[src/common/drain_pkg.sv]
package drain_pkg;
  localparam logic [7:0] REG_A_OFS      = 8'h40;
  localparam logic [7:0] REG_B_OFS      = 8'h41;
  localparam logic [7:0] REG_C_OFS      = 8'h42;
  localparam int         NUM_RAILS      = 11;
  localparam int         FIELD_W        = 2;
  localparam int         FIELDS_PER_REG = 4;
  localparam int         PATH_W         = 3;
  localparam int         LOAD_SW_RAIL   = 6;
  localparam logic [1:0] CODE_NONE      = 2'h0;
  localparam logic [1:0] CODE_100       = 2'h1;
  localparam logic [1:0] CODE_200       = 2'h2;
  localparam logic [1:0] CODE_500       = 2'h3;
  localparam logic [2:0] PATH_OFF       = 3'h0;
  localparam logic [2:0] PATH_100       = 3'h1;
  localparam logic [2:0] PATH_200       = 3'h2;
  localparam logic [2:0] PATH_500       = 3'h4;
  localparam logic [1:0] RSVD_C         = 2'h0;
  localparam logic [7:0] UNMAPPED_DATA  = 8'h00;
  localparam logic [7:0] PTR_RESET      = 8'h00;
  localparam logic [3:0] BITS_PER_BYTE  = 4'h8;
  localparam logic [6:0] BUS_ADDR_DEF   = 7'h2A;

  typedef enum logic [8:0] {
    ST_IDLE     = 9'b0_0000_0001,
    ST_ADDR     = 9'b0_0000_0010,
    ST_ADDR_ACK = 9'b0_0000_0100,
    ST_PTR      = 9'b0_0000_1000,
    ST_PTR_ACK  = 9'b0_0001_0000,
    ST_WDATA    = 9'b0_0010_0000,
    ST_WDAT_ACK = 9'b0_0100_0000,
    ST_RDATA    = 9'b0_1000_0000,
    ST_RDAT_ACK = 9'b1_0000_0000
  } serial_state_t;
endpackage

[src/common/drain_field_if.sv]
`timescale 1ns/10ps
interface drain_field_if;
  logic       wr_stb;
  logic [1:0] wr_code;
  logic       rail_on;
  logic [1:0] field;
  logic [2:0] path;

  modport regs
  (
    output wr_stb,
    output wr_code,
    output rail_on,
    input  field,
    input  path
  );

  modport field_m
  (
    input  wr_stb,
    input  wr_code,
    input  rail_on,
    output field,
    output path
  );
endinterface

[src/hw/rail_discharge_control_regs.sv]
// What this block does
// - while a rail is enabled its two-bit discharge field is forced to the no-discharge code.
// - field codes mean 00 none, 01 a 100 ohm path, 10 a 200 ohm path, 11 a 500 ohm path.
// - register 0x40 holds buck four, three, two and one fields in bits 7:6, 5:4, 3:2 and 1:0.
// - register 0x41 holds ldo two, load switch one, buck six and buck five in 7:6 down to 1:0.
// - register 0x42 exists and its fields clear on rail enable like the others.
// - reset values are fixed at build time, 100 ohm everywhere, load switch one selectable.
`timescale 1ns/10ps
module rail_discharge_control_regs
#(
  parameter logic [6:0] BUS_ADDR        = drain_pkg::BUS_ADDR_DEF,
  parameter logic [1:0] LOAD_SW_RESET   = drain_pkg::CODE_100
)
(
  input  wire logic        sys_clk,
  input  wire logic        rst_n,
  input  wire logic        ce,
  input  wire logic        scl_in,
  input  wire logic        sda_in,
  output logic             sda_out,
  output logic             sda_oe_n,
  input  wire logic [10:0] rail_en,
  output logic      [32:0] drain_path
);

  localparam int FLAT_W = drain_pkg::NUM_RAILS * drain_pkg::FIELD_W;

  logic                        scl_q;
  logic                        sda_q;
  logic                        scl_prev_q;
  logic                        sda_prev_q;
  logic                        start_det;
  logic                        stop_det;
  logic                        scl_rise;
  logic                        scl_fall;
  drain_pkg::serial_state_t    state_q;
  logic [3:0]                  cnt_q;
  logic [7:0]                  rx_q;
  logic [7:0]                  tx_q;
  logic [7:0]                  ptr_q;
  logic                        read_q;
  logic                        mack_q;
  logic                        wr_q;
  logic [7:0]                  wr_addr_q;
  logic [7:0]                  wr_data_q;
  logic [FLAT_W-1:0]           field_flat;
  logic [7:0]                  rd_byte;
  logic                        drive_low;

  // pins are synchronous; one stage gives a clean edge reference
  always_ff @(posedge sys_clk or negedge rst_n)
  begin
    if (!rst_n)
    begin
      scl_q      <= 1'b1;
      sda_q      <= 1'b1;
      scl_prev_q <= 1'b1;
      sda_prev_q <= 1'b1;
    end
    else if (ce)
    begin
      scl_q      <= scl_in;
      sda_q      <= sda_in;
      scl_prev_q <= scl_q;
      sda_prev_q <= sda_q;
    end
  end

  assign start_det = scl_q && scl_prev_q && sda_prev_q && !sda_q;
  assign stop_det  = scl_q && scl_prev_q && !sda_prev_q && sda_q;
  assign scl_rise  = scl_q && !scl_prev_q;
  assign scl_fall  = !scl_q && scl_prev_q;

  always_comb
  begin
    unique case (ptr_q)
      drain_pkg::REG_A_OFS: rd_byte = field_flat[7:0];
      drain_pkg::REG_B_OFS: rd_byte = field_flat[15:8];
      drain_pkg::REG_C_OFS: rd_byte = {drain_pkg::RSVD_C, field_flat[21:16]};
      default:              rd_byte = drain_pkg::UNMAPPED_DATA;
    endcase
  end

  // serial protocol: address, pointer, then data with auto increment
  always_ff @(posedge sys_clk or negedge rst_n)
  begin
    if (!rst_n)
    begin
      state_q <= drain_pkg::ST_IDLE;
      cnt_q   <= '0;
      rx_q    <= '0;
      tx_q    <= '0;
      ptr_q   <= drain_pkg::PTR_RESET;
      read_q  <= 1'b0;
      mack_q  <= 1'b0;
    end
    else if (ce)
    begin
      if (start_det)
      begin
        state_q <= drain_pkg::ST_ADDR;
        cnt_q   <= '0;
      end
      else if (stop_det)
      begin
        state_q <= drain_pkg::ST_IDLE;
      end
      else
      begin
        if (scl_rise)
        begin
          rx_q  <= {rx_q[6:0], sda_q};
          cnt_q <= cnt_q + 4'h1;
          if (state_q == drain_pkg::ST_RDAT_ACK)
          begin
            mack_q <= !sda_q;
          end
        end
        if (scl_fall)
        begin
          unique case (state_q)
            drain_pkg::ST_IDLE:
            begin
              state_q <= drain_pkg::ST_IDLE;
            end
            drain_pkg::ST_ADDR:
            begin
              if (cnt_q == drain_pkg::BITS_PER_BYTE)
              begin
                if (rx_q[7:1] == BUS_ADDR)
                begin
                  state_q <= drain_pkg::ST_ADDR_ACK;
                  read_q  <= rx_q[0];
                end
                else
                begin
                  state_q <= drain_pkg::ST_IDLE;
                end
              end
            end
            drain_pkg::ST_ADDR_ACK:
            begin
              cnt_q <= '0;
              if (read_q)
              begin
                state_q <= drain_pkg::ST_RDATA;
                tx_q    <= rd_byte;
                ptr_q   <= ptr_q + 8'h1;
              end
              else
              begin
                state_q <= drain_pkg::ST_PTR;
              end
            end
            drain_pkg::ST_PTR:
            begin
              if (cnt_q == drain_pkg::BITS_PER_BYTE)
              begin
                state_q <= drain_pkg::ST_PTR_ACK;
                ptr_q   <= rx_q;
              end
            end
            drain_pkg::ST_PTR_ACK,
            drain_pkg::ST_WDAT_ACK:
            begin
              state_q <= drain_pkg::ST_WDATA;
              cnt_q   <= '0;
            end
            drain_pkg::ST_WDATA:
            begin
              if (cnt_q == drain_pkg::BITS_PER_BYTE)
              begin
                state_q <= drain_pkg::ST_WDAT_ACK;
                ptr_q   <= ptr_q + 8'h1;
              end
            end
            drain_pkg::ST_RDATA:
            begin
              if (cnt_q == drain_pkg::BITS_PER_BYTE)
              begin
                state_q <= drain_pkg::ST_RDAT_ACK;
              end
              else
              begin
                tx_q <= {tx_q[6:0], 1'b0};
              end
            end
            drain_pkg::ST_RDAT_ACK:
            begin
              cnt_q <= '0;
              if (mack_q)
              begin
                state_q <= drain_pkg::ST_RDATA;
                tx_q    <= rd_byte;
                ptr_q   <= ptr_q + 8'h1;
              end
              else
              begin
                state_q <= drain_pkg::ST_IDLE;
              end
            end
          endcase
        end
      end
    end
  end

  // one-cycle write strobe taken as the data byte completes
  always_ff @(posedge sys_clk or negedge rst_n)
  begin
    if (!rst_n)
    begin
      wr_q      <= 1'b0;
      wr_addr_q <= '0;
      wr_data_q <= '0;
    end
    else if (ce)
    begin
      wr_q <= !start_det && !stop_det && scl_fall
              && state_q == drain_pkg::ST_WDATA
              && cnt_q == drain_pkg::BITS_PER_BYTE;
      wr_addr_q <= ptr_q;
      wr_data_q <= rx_q;
    end
  end

  assign drive_low = (state_q == drain_pkg::ST_ADDR_ACK)
                  || (state_q == drain_pkg::ST_PTR_ACK)
                  || (state_q == drain_pkg::ST_WDAT_ACK)
                  || (state_q == drain_pkg::ST_RDATA && !tx_q[7]);

  // open drain: only ever pull low, release otherwise
  always_ff @(posedge sys_clk or negedge rst_n)
  begin
    if (!rst_n)
    begin
      sda_out  <= 1'b1;
      sda_oe_n <= 1'b1;
    end
    else if (ce)
    begin
      sda_out  <= !drive_low;
      sda_oe_n <= !drive_low;
    end
  end

  generate
    for (genvar g = 0; g < drain_pkg::NUM_RAILS; g++)
    begin : rail
      localparam logic [7:0] OFS = drain_pkg::REG_A_OFS
                                 + 8'(g / drain_pkg::FIELDS_PER_REG);
      localparam int         LSB = (g % drain_pkg::FIELDS_PER_REG) * drain_pkg::FIELD_W;
      localparam logic [1:0] RST = (g == drain_pkg::LOAD_SW_RAIL) ? LOAD_SW_RESET
                                                                   : drain_pkg::CODE_100;
      drain_field_if fif ();

      assign fif.wr_stb  = wr_q && (wr_addr_q == OFS);
      assign fif.wr_code = wr_data_q[LSB +: drain_pkg::FIELD_W];
      assign fif.rail_on = rail_en[g];
      assign field_flat[g*drain_pkg::FIELD_W +: drain_pkg::FIELD_W] = fif.field;
      assign drain_path[g*drain_pkg::PATH_W +: drain_pkg::PATH_W]   = fif.path;

      drain_field
      #(
        .RESET_CODE (RST)
      )
      u_field
      (
        .sys_clk (sys_clk),
        .rst_n   (rst_n),
        .ce      (ce),
        .fif     (fif.field_m)
      );
    end
  endgenerate

endmodule

[src/hw/drain_field.sv]
`timescale 1ns/10ps
module drain_field
#(
  parameter logic [1:0] RESET_CODE = drain_pkg::CODE_100
)
(
  input  wire logic     sys_clk,
  input  wire logic     rst_n,
  input  wire logic     ce,
  drain_field_if.field_m fif
);

  // enable forcing wins over a host write landing in the same cycle
  always_ff @(posedge sys_clk or negedge rst_n)
  begin
    if (!rst_n)
    begin
      fif.field <= RESET_CODE;
    end
    else if (ce)
    begin
      if (fif.rail_on)
      begin
        fif.field <= drain_pkg::CODE_NONE;
      end
      else if (fif.wr_stb)
      begin
        fif.field <= fif.wr_code;
      end
    end
  end

  always_ff @(posedge sys_clk or negedge rst_n)
  begin
    if (!rst_n)
    begin
      fif.path <= drain_pkg::PATH_OFF;
    end
    else if (ce)
    begin
      if (fif.rail_on)
      begin
        fif.path <= drain_pkg::PATH_OFF;
      end
      else
      begin
        unique case (fif.field)
          drain_pkg::CODE_NONE: fif.path <= drain_pkg::PATH_OFF;
          drain_pkg::CODE_100:  fif.path <= drain_pkg::PATH_100;
          drain_pkg::CODE_200:  fif.path <= drain_pkg::PATH_200;
          drain_pkg::CODE_500:  fif.path <= drain_pkg::PATH_500;
        endcase
      end
    end
  end

endmodule

[config.mk]
export PLATFORM = sky130hd
export DESIGN_NAME = rail_discharge_control_regs
export DESIGN_NICKNAME = d
export VERILOG_FILES = /design/src/common/drain_pkg.sv /design/src/common/drain_field_if.sv /design/src/hw/rail_discharge_control_regs.sv /design/src/hw/drain_field.sv
export SDC_FILE = /design/constraint.sdc
export NUM_CORES = 1
export LEC_CHECK = 0
export BUFFER_PORTS_ARGS = -buffer_cell sky130_fd_sc_hd__buf_2
export CORE_ASPECT_RATIO = 2
export CORE_MARGIN = 1
export CORE_UTILIZATION = 55
export CTS_CLUSTER_DIAMETER = 150
export DETAILED_ROUTE_END_ITERATION = 8
export PLACE_DENSITY = 0.87
export SYNTH_ARGS = -nofsm -noshare
export SYNTH_HDL_FRONTEND = slang
export SYNTH_SLANG_ARGS = --single-unit
[constraint.sdc]
create_clock -name sys_clk -period 4.6 [get_ports sys_clk]
set_clock_uncertainty 0.2 [all_clocks]
set_input_delay 0.92 -clock sys_clk [delete_from_list [all_inputs] [get_ports sys_clk]]
set_output_delay 0.92 -clock sys_clk [all_outputs]
set_load 0.01 [all_outputs]
Yosys cells after proc, flatten, opt, wreduce, memory -nomap -nowiden
Index checks and enable logic that the tools add are counted.
{"block": "classes", "add_sub_neg": 2, "n_eq_ne": 60, "n_mux": 70, "n_bitwise": 2, "reduce_logical": 71}
{"op": "3-bit one-hot mux with 4 select lines", "count": 11}
{"op": "8-bit two-way mux", "count": 9}
{"op": "9-bit one-hot mux with 8 select lines", "count": 1}
{"op": "9-bit two-way mux", "count": 7}
{"op": "8-bit by 7-bit equality test with 1-bit output (second input constant)", "count": 6}
{"op": "8-bit one-hot mux with 3 select lines", "count": 2}
{"op": "2-bit equality test (second input constant)", "count": 22}
{"op": "2-bit two-way mux", "count": 22}
{"op": "3-bit two-way mux", "count": 12}
{"op": "8-bit one-hot mux with 4 select lines", "count": 1}
{"op": "2-bit AND reduction", "count": 12}
{"op": "2-bit by 1-bit equality test with 1-bit output (second input constant)", "count": 11}
{"op": "2-bit logical NOT", "count": 11}
{"op": "2-bit nonzero test", "count": 11}
{"op": "4-bit two-way mux", "count": 5}
{"op": "4-bit != test (second input constant)", "count": 4}
{"op": "1-bit logical AND", "count": 15}
{"op": "2-bit != test (second input constant)", "count": 6}
{"op": "9-bit by 1-bit equality test with 1-bit output (second input constant)", "count": 1}
{"op": "9-bit by 2-bit equality test with 1-bit output (second input constant)", "count": 1}
{"op": "9-bit by 3-bit equality test with 1-bit output (second input constant)", "count": 1}
{"op": "9-bit by 4-bit equality test with 1-bit output (second input constant)", "count": 1}
{"op": "9-bit by 5-bit equality test with 1-bit output (second input constant)", "count": 1}
{"op": "9-bit by 6-bit equality test with 1-bit output (second input constant)", "count": 1}
{"op": "other kinds (20)", "count": 31}
{"block": "word_totals", "regBits": 116, "inputBits": 16, "output_inout_bits": 35, "word_cells": 242}

Longest topological paths before layout
Gate-level depths: netlist of the first run.
{"block": "depth", "word_depth": 8, "mapped_depth": 9}

Modules after synthesis
A second synthesis of the first run with hierarchy kept.
{"block": "hier_totals", "cells_unflattened": 573, "hier_area_um2": 6175.9}
{"module": "rail_discharge_control_regs", "instances": 1, "cells_per_inst": 320, "area_per_inst_um2": 3326.9}
{"module": "drain_field", "instances": 11, "cells_per_inst": 23, "area_per_inst_um2": 259.0}

Least setup slack after synthesis of the first run
No wires, ideal clock.
{"block": "synth_timing", "kind": "input to register", "startpoint": "input port ce", "endpoint": "register read_q", "t_arrival_ns": 2.114, "slack_ns": 2.162, "cell_stages": 6, "n_path_buf": 2, "path_cell_list": "clkbuf_1 -> and2_1 -> clkbuf_1 -> nand2_1 -> nor2_1 -> mux2_2"}
{"block": "synth_via", "elab_chain_len": 1}
{"element": "start: declaration", "line": "rail_discharge_control_regs.sv:17", "rtl": "input wire logic ce,"}
{"element": "7-bit AND reduction (no line)"}
{"element": "end signal: assignment", "line": "rail_discharge_control_regs.sv:133", "rtl": "read_q <= rx_q[0];"}
{"element": "end: declaration", "line": "rail_discharge_control_regs.sv:41", "rtl": "logic read_q;"}
No other way between the ends.
A chain may end at the register's enable or synchronous reset.

Worst setup path after layout of the first run
{"block": "layout_timing", "startpoint": "register state_q[5]", "endpoint": "register state_q[1]"}
{"block": "layout_via", "elab_chain_len": 6}
{"element": "start: declaration", "line": "rail_discharge_control_regs.sv:36", "rtl": "drain_pkg::serial_state_t state_q;"}
{"element": "start signal: assignment", "line": "rail_discharge_control_regs.sv:89", "rtl": "state_q <= drain_pkg::ST_IDLE;"}
{"element": "start signal: assignment", "line": "rail_discharge_control_regs.sv:101", "rtl": "state_q <= drain_pkg::ST_ADDR;"}
{"element": "start signal: assignment", "line": "rail_discharge_control_regs.sv:106", "rtl": "state_q <= drain_pkg::ST_IDLE;"}
{"element": "9-bit by 5-bit equality test with 1-bit output or 9-bit by 7-bit equality test with 1-bit output (tied branches)", "line": "rail_discharge_control_regs.sv:121", "rtl": "unique case (state_q)"}
{"element": "2-bit OR reduction"}
{"element": "9-bit one-hot mux with 8 select lines", "line": "rail_discharge_control_regs.sv:121"}
{"element": "9-bit two-way mux", "line": "rail_discharge_control_regs.sv:119", "rtl": "if (scl_fall)"}
{"element": "9-bit two-way mux", "line": "rail_discharge_control_regs.sv:104", "rtl": "else if (stop_det)"}
{"element": "9-bit two-way mux", "line": "rail_discharge_control_regs.sv:99", "rtl": "if (start_det)"}
Several ways; a longest one is shown, not always the timed one. The select of a mux whose other input is x is not followed.

==> results of run 1 <==
## worst paths after layout
kind                                                               from                                  endpoint  slack (ps)  depth (start not counted)
worst max-delay path                             state_q[5]$_DFFE_PN0P_                    state_q[1]$_DFFE_PN0P_        1670                          5
worst min-delay path            rail[5].u_field.fif.path[2]$_DFFE_PN0P_   rail[5].u_field.fif.path[2]$_DFFE_PN0P_         270                          2
worst max register to register                   state_q[5]$_DFFE_PN0P_                    state_q[1]$_DFFE_PN0P_        1670                          5
worst min register to register  rail[5].u_field.fif.path[2]$_DFFE_PN0P_   rail[5].u_field.fif.path[2]$_DFFE_PN0P_         270                          2
max in group asynchronous                                         rst_n  rail[9].u_field.fif.field[0]$_DFFE_PN1P_        2840                          2
min in group asynchronous                                         rst_n   rail[3].u_field.fif.path[2]$_DFFE_PN0P_         420                          1
## layout by cell type, fill, tap and decap left out, types with 8 or more instances in the layout
cell and count:
o21ai_0 35, nand3_1 12, a21o_1 8, nor4b_1 11, inv_1 27, a21oi_1 9, o31ai_1 13, nand2_1 79
mux2_2 25, dfstp_2 17, dfrtp_1 99, a32o_1 9, nand2b_1 10, nor2_1 30, clkbuf_16 17, buf_2 49
o2bb2ai_1 12
## flip-flops by register name, summed over array words and instances, names as in the netlist, 4 cells and up
signal / count
rail.u_field.fif.path: 33
rail.u_field.fif.field: 22
state_q: 9
ptr_q: 8
rx_q: 8
tx_q: 8
wr_addr_q: 8
wr_data_q: 8
cnt_q: 4
## Yosys cell counts (2+ instances only)
| master | n |
|---|---|
| a21bo_2 | 2 |
| a21o_1 | 8 |
| a21oi_1 | 9 |
| a222oi_1 | 6 |
| a22o_1 | 7 |
| a22oi_1 | 4 |
| a32o_1 | 9 |
| a41oi_1 | 7 |
| and3_1 | 2 |
| buf_1 | 5 |
| buf_2 | 6 |
| buf_6 | 3 |
| clkbuf_1 | 16 |
| dfrtp_1 | 99 |
| dfstp_2 | 17 |
| ha_1 | 6 |
| inv_1 | 27 |
| mux2_2 | 25 |
| mux2i_1 | 3 |
| nand2_1 | 79 |
| nand2b_1 | 10 |
| nand3_1 | 12 |
| nand3b_1 | 5 |
| nand4_1 | 5 |
| nor2_1 | 30 |
| nor2b_1 | 3 |
| nor3_1 | 6 |
| nor3b_1 | 2 |
| nor4_1 | 6 |
| nor4b_1 | 11 |
| o2111ai_1 | 2 |
| o21ai_0 | 35 |
| o2bb2ai_1 | 12 |
| o31ai_1 | 13 |
| o32ai_1 | 7 |
| o41ai_1 | 5 |
| or3_1 | 4 |
| or4_1 | 3 |
| or4b_1 | 2 |
| xnor2_1 | 6 |
| xor2_1 | 3 |
## cells by family (layout without fill, tap and decap cells)
group,count (synthesis),count (layout)
buf+inv,59,115
mux,28,28
simple gates,192,192
compound gates,136,136
fa+ha+maj,6,6
flops,116,116
xor+xnor,9,9
## cell type report
type	instances	area [µm²]	share of cell area (%)
Inverter	28	105	1.58
Sequential cell	116	2920	44.1
Timing Repair Buffer	56	298	4.49
Clock buffer	23	508	7.65
Multi-Input combinational cell	371	2490	37.5
Clock inverter	8	145	2.19
Tap cell	135	169	2.54
## power breakdown
part / internal (mW) / switching, mW / total (mW)
Clock: 0.988 / 0.462 / 1.45
Combinational: 0.0844 / 0.147 / 0.231
Sequential: 1.10 / 0.104 / 1.20
Total: 2.17 / 0.713 / 2.89
## routing by layer
metal / global-route usage, % / up-vias / wire length [µm]
met5: 0 / - / 0
met4: 22.7 / 0 / 1120
met3: 7.48 / 94 / 807
met2: 54.5 / 243 / 8450
met1: 32.1 / 2357 / 5250
li1: - / 2098 / -
## through the flow
step           setup WS (ps)  std cells
2_1_floorplan           2160        546
3_3_place_gp            1770        706
3_5_place_dp            1710        706
4_1_cts                 1710        737
5_1_grt                 1620        737
6_report                1670        737
## worst min-delay path, cell delays in order, from the launching register on
cell and delay [ps]:
dfrtp_1 330, nand2_1 50, o41ai_1 50
==> flow_summary_export.csv, run 1 <==
group,metric,value,unit
floorplan,start_util,56.2,%
yosys,synthTopCellsByArea,"dfrtp_1, dfstp_2, nand2_1",
yosys,seq_area_frac_synth,51.6,%
place,place_hpwl,10.7,mm
layout,num-nets-final,612,
floorplan,fp-row-count,52,
clock_network,cts-buffers-inserted,17,
timing,fmax,0.341,GHz
route,dr_total_vias,4792,
run_status,status,"finished, final reports clean",
layout,design_area,0.00664,mm²
route,drt-initial-drc-count,403,
yosys,synthSimpleGateAreaFrac,17.8,%
timing,tightest_slew,921,ps
worst_hold_path,min_path_type,"reg2reg",
yosys,ys.flop_type,"dfrtp_1",
yosys,synth_fa_ha_area_share,1.32,%
place,place.gp.congestion,0.931,
yosys,synthCells,546,
route,vias_per_cell,6.50,
timing,setup_viol,0,
setup_path,critPathMaxStageDelay,680,ps
timing,timing.slew.headroom,38.6,%
clock_network,cts_root_buf,"clkbuf_16",
global_route,grt_first_pass_wirelength,25.1,mm
clock_network,post-cts-setup-buffers,0,
layout,drive_gt1_share,23.4,%
yosys,synth_top_family_by_area,"compound AO/OA/AOI/OAI gates",
setup_path,start_kind,"flop",
setup_path,required,4690,ps
timing,rsz0062_at_grt,"no",
yosys,ys_types,65,
clock_network,clock-sinks,116,
setup_path,arrival,3020,ps
clock_network,path_clk_slew,60,ps
setup_path,endpoint_kind,"flop",
timing,hold_viol,0,
floorplan,coreArea,0.0101,mm²
yosys,muxShareOfSynthArea,5.50,%
setup_path,cp_slowest_cell,"or4_4",
global_route,overflow,0,
setup_path,crit_type,"reg2reg",
clock_network,cts-resized-gates,0,
yosys,yosysTopAreaCellShare,43.7,%
run,drv_cap,0,
yosys,synth_compound_area_share,17.9,%
place,dpl_cell_area,0.00598,mm²
power,p_leak,3.00,nW
clock_network,clk_latency,410,ps
global_route,grt_max_degree,74,
place,io_buffers,50,
layout,insertedDiodeCount,0,
setup_path,crit_chain,"or4_4 > nor4b_1 > a221o_2 > nand2_1 > mux2_2",
floorplan,die_h,146,µm
timing,post-route-period-util,63.7,%
layout,areaGrowthSynthToFinish,17.1,%
yosys,synth_warnings,0,
timing,drv_slew,0,
setup_path,cp_max_fo,15,
global_route,antenna_found_initial,0,
route,ant_nets,0,
route,drt-total-wl,15.6,mm
route,drcViolationCount,0,
yosys,synth_edf_count,0,
yosys,yosys.area.top_type,"dfrtp_1",
timing,fin_crit,2930,ps
floorplan,num_io_pins,51,
global_route,grt_usage,31.7,%
power,p_total,2.89,mW
yosys,async_flop_share,100,%
clock_network,cts.hold.buffers_added,0,
timing,fin_hold_ws,274,ps
clock_network,cts_tree,"done",
clock_network,clockBufferDepth,2,
timing,fin_setup_tns,0,ps
floorplan,die-width,73.8,µm
clock_network,cts-htree-levels,4,
setup_path,path_buf_inv,0,
power,power.ir.vdd_worst,0.000342,V
power,power_per_cell_area,435,mW/mm²
floorplan,dieArea,0.0107,mm²
global_route,first_global_vias,4900,
yosys,avgSynthCellArea,10.4,µm²
yosys,syn-num-nets,568,
setup_path,cpLargestDelayFamily,"simple AND/OR/NAND/NOR gates",
route,firstDrtPassIters,6,
yosys,synth_area,0.00567,mm²
layout,finalCoreUtilization,65.8,%
layout,filler_cell_count,750,
yosys,ys_seq_elements,116,
route,route.detailed.wl_per_inst,21.2,µm
yosys,synth_xor_area_share,1.39,%
No activity file was read; power rests on OpenSTA's default activity.
==> inputs of run 2 (changes only) <==
--- a/config.mk
+++ b/config.mk
@@ -8,10 +8,10 @@
 export BUFFER_PORTS_ARGS = -buffer_cell sky130_fd_sc_hd__buf_2
 export CORE_ASPECT_RATIO = 2
 export CORE_MARGIN = 1
-export CORE_UTILIZATION = 55
+export CORE_UTILIZATION = 54
 export CTS_CLUSTER_DIAMETER = 150
 export DETAILED_ROUTE_END_ITERATION = 8
-export PLACE_DENSITY = 0.87
+export PLACE_DENSITY = 0.88
 export SYNTH_ARGS = -nofsm -noshare
 export SYNTH_HDL_FRONTEND = slang
 export SYNTH_SLANG_ARGS = --single-unit
==> constraint.sdc (replaced) <==
create_clock -name sys_clk -period 2.6 [get_ports sys_clk]
set_clock_uncertainty 0.2 [all_clocks]
set_input_delay 0.52 -clock sys_clk [delete_from_list [all_inputs] [get_ports sys_clk]]
set_output_delay 0.52 -clock sys_clk [all_outputs]
set_load 0.01 [all_outputs]
==> run 2 against run 1 <==
  * Critical path type unchanged
  * Routed wire length increased by 5.2%
  * Sequential cell count stayed put
  * Power increased by 82%
  * Via count grew 2.2%
  * Non-clock buffer count up 21
  * Setup slack got worse by 1500 ps
  * First-iteration DRC count decreased by 0.50%
  * Final area rose by 3.1%
  * Die area grew 1.8%
  * Critical path depth did not move
  * Maximum frequency grew 18%
  * Clock-buffer cell count down 3
==> flow_summary_export.csv, run 2 (synthesized netlist as in run 1, its figures left out) <==
group,metric,value,unit
timing,fmax,0.403,GHz
global_route,antenna_found_initial,0,
layout,reg.largest.list,"rail.u_field.fif.path (33), rail.u_field.fif.field (22), state_q (9)",
clock_network,cts-htree-levels,4,
power,power.ir.vdd_worst,0.000624,V
setup_path,start_kind,"flop",
clock_network,cts-buffers-inserted,17,
setup_path,cp_max_fo,4,
setup_path,startpoint,"wr_addr_q[7]$_DFFE_PN0P_",
layout,stdcell_count,759,
run,drv_cap,0,
timing,hold_viol,0,
place,dpl_cell_area,0.00616,mm²
timing,post-route-period-util,95.5,%
layout,drive_gt1_share,25.8,%
place,place_inst,726,
setup_path,cpLargestDelayFamily,"simple AND/OR/NAND/NOR gates",
global_route,gr-usage-met1,33.1,%
route,route.detailed.wl_per_inst,21.7,µm
global_route,overflow,0,
timing,setup_viol,0,
clock_network,clock-sinks,116,
timing,fin_crit,2480,ps
setup_path,endpoint_kind,"flop",
timing,fin_setup_tns,0,ps
route,dr_total_vias,4899,
layout,regMostFlops,"rail.u_field.fif.path",
global_route,grt_max_degree,56,
clock_network,cts_tree,"done",
clock_network,post-cts-setup-buffers,0,
layout,design_area,0.00684,mm²
layout,seqCellArea,0.00292,mm²
global_route,top_usage_layer,"met2",
route,firstDrtPassIters,5,
layout,multi_input_area,0.00249,mm²
floorplan,coreArea,0.0101,mm²
clock_network,clk_latency,420,ps
layout,areaGrowthSynthToFinish,20.7,%
layout,final_common_cell,"dfrtp_1",
layout,largest_reg_flops,33,
worst_hold_path,min_from,"rail_en[7]",
timing,timing.slew.headroom,57.3,%
floorplan,fp-row-count,52,
route,vias_per_cell,6.45,
route,drt-total-wl,16.4,mm
route,drt-initial-drc-count,401,
clock_network,clockBufferDepth,2,
setup_path,arrival,2640,ps
layout,insertedDiodeCount,0,
power,power_per_cell_area,766,mW/mm²
place,place.gp.congestion,0.918,
setup_path,critPathMaxStageDelay,680,ps
floorplan,num_io_pins,51,
clock_network,cts_root_buf,"clkbuf_16",
floorplan,start_util,55.8,%
place,place_hpwl,11.1,mm
layout,filler_cell_count,738,
setup_path,required,2760,ps
run_status,status,"finished, final reports clean",
place,io_buffers,50,
route,ant_nets,0,
setup_path,crit_chain,"nand4bb_1 > or3_1 > or4b_1 > nor2_1 > a22o_1",
timing,rsz0062_at_grt,"no",
global_route,grt_usage,32.8,%
route,drcViolationCount,0,
setup_path,crit_type,"reg2reg",
global_route,first_global_vias,5166,
floorplan,dieArea,0.0109,mm²
layout,most-common-layout-cells,"dfrtp_1, nand2_1, buf_2, o21ai_0, nor2_1",
setup_path,r2r_start,"wr_addr_q[7]$_DFFE_PN0P_",
floorplan,die-width,74.4,µm
floorplan,die_h,147,µm
worst_hold_path,min_path_type,"in2reg",
global_route,met2_usage,56.3,%
setup_path,path_buf_inv,0,
layout,num-nets-final,633,
clock_network,path_clk_slew,60,ps
timing,drv_slew,0,
global_route,grt_util_met3,6.04,%
global_route,grt_first_pass_wirelength,26.2,mm
power,p_leak,3.11,nW
setup_path,cp_slowest_cell,"or4b_1",
timing,tightest_slew,635,ps
[run 2: cell types whose count changed in the layout (fill, tap and decap cells not counted), sizes merged]
cell and delta:
dlygate4sd3 +1, inv +1, buf +20, clkinvlp +1, bufinv +2, clkbuf -3
[run 2: routing by layer]
layer | up-vias | part of all wire [%]
met4 | 0 | 7.3
met2 | 226 | 55
met3 | 81 | 4.2
met5 | - | 0
met1 | 2452 | 33
li1 | 2140 | -
[run 2: worst paths after layout]
check	cells after the start	slack, ps	endpoint
max in group asynchronous	3	1020	rail[10].u_field.fif.field[0]$_DFFE_PN1P_
min in group asynchronous	2	430	state_q[7]$_DFFE_PN0P_
max	5	120	rail[9].u_field.fif.field[0]$_DFFE_PN1P_
min reg2reg	1	270	rail[10].u_field.fif.path[0]$_DFFE_PN0P_
min	2	130	rail[7].u_field.fif.field[1]$_DFFE_PN0P_
max reg2reg	5	120	rail[9].u_field.fif.field[0]$_DFFE_PN1P_
[run 2: final cells by class]
| class | instances | share of cell area (%) |
|---|---|---|
| flip-flops and latches | 116 | 42.7 |
| inverters | 28 | 1.54 |
| repair buffers | 77 | 7.06 |
| well taps | 135 | 2.47 |
| multi-input cells | 371 | 36.4 |
| clock inverters | 12 | 3.29 |
| clock buffers | 20 | 6.53 |
[run 2: timing repair]
item / CTS / global route
hold buffers: 1 / 0
hold endpoints to repair: 33 / 0
resized for setup: 0 / 1
endpoints found under the setup margin: 0 / 2
[run 2: metrics by stage]
step / hold slack (ps) / utilization [%] / total power, mW / setup WS [ps]
floorplan: 24.4 / - / 2.35 / 245
global placement: 259 / 60.7 / 2.53 / 177
detailed placement: 265 / 60.7 / 2.57 / 103
CTS: 114 / 67.4 / 5.23 / 80.9
global route: 126 / 67.4 / 5.37 / 9.28
finish: 125 / 67.4 / 5.24 / 118
[run 2: power breakdown]
| group | switching (mW) | internal (mW) |
|---|---|---|
| Clock | 0.848 | 1.82 |
| Sequential | 0.184 | 1.95 |
| Combinational | 0.272 | 0.167 |
| Total | 1.30 | 3.94 |
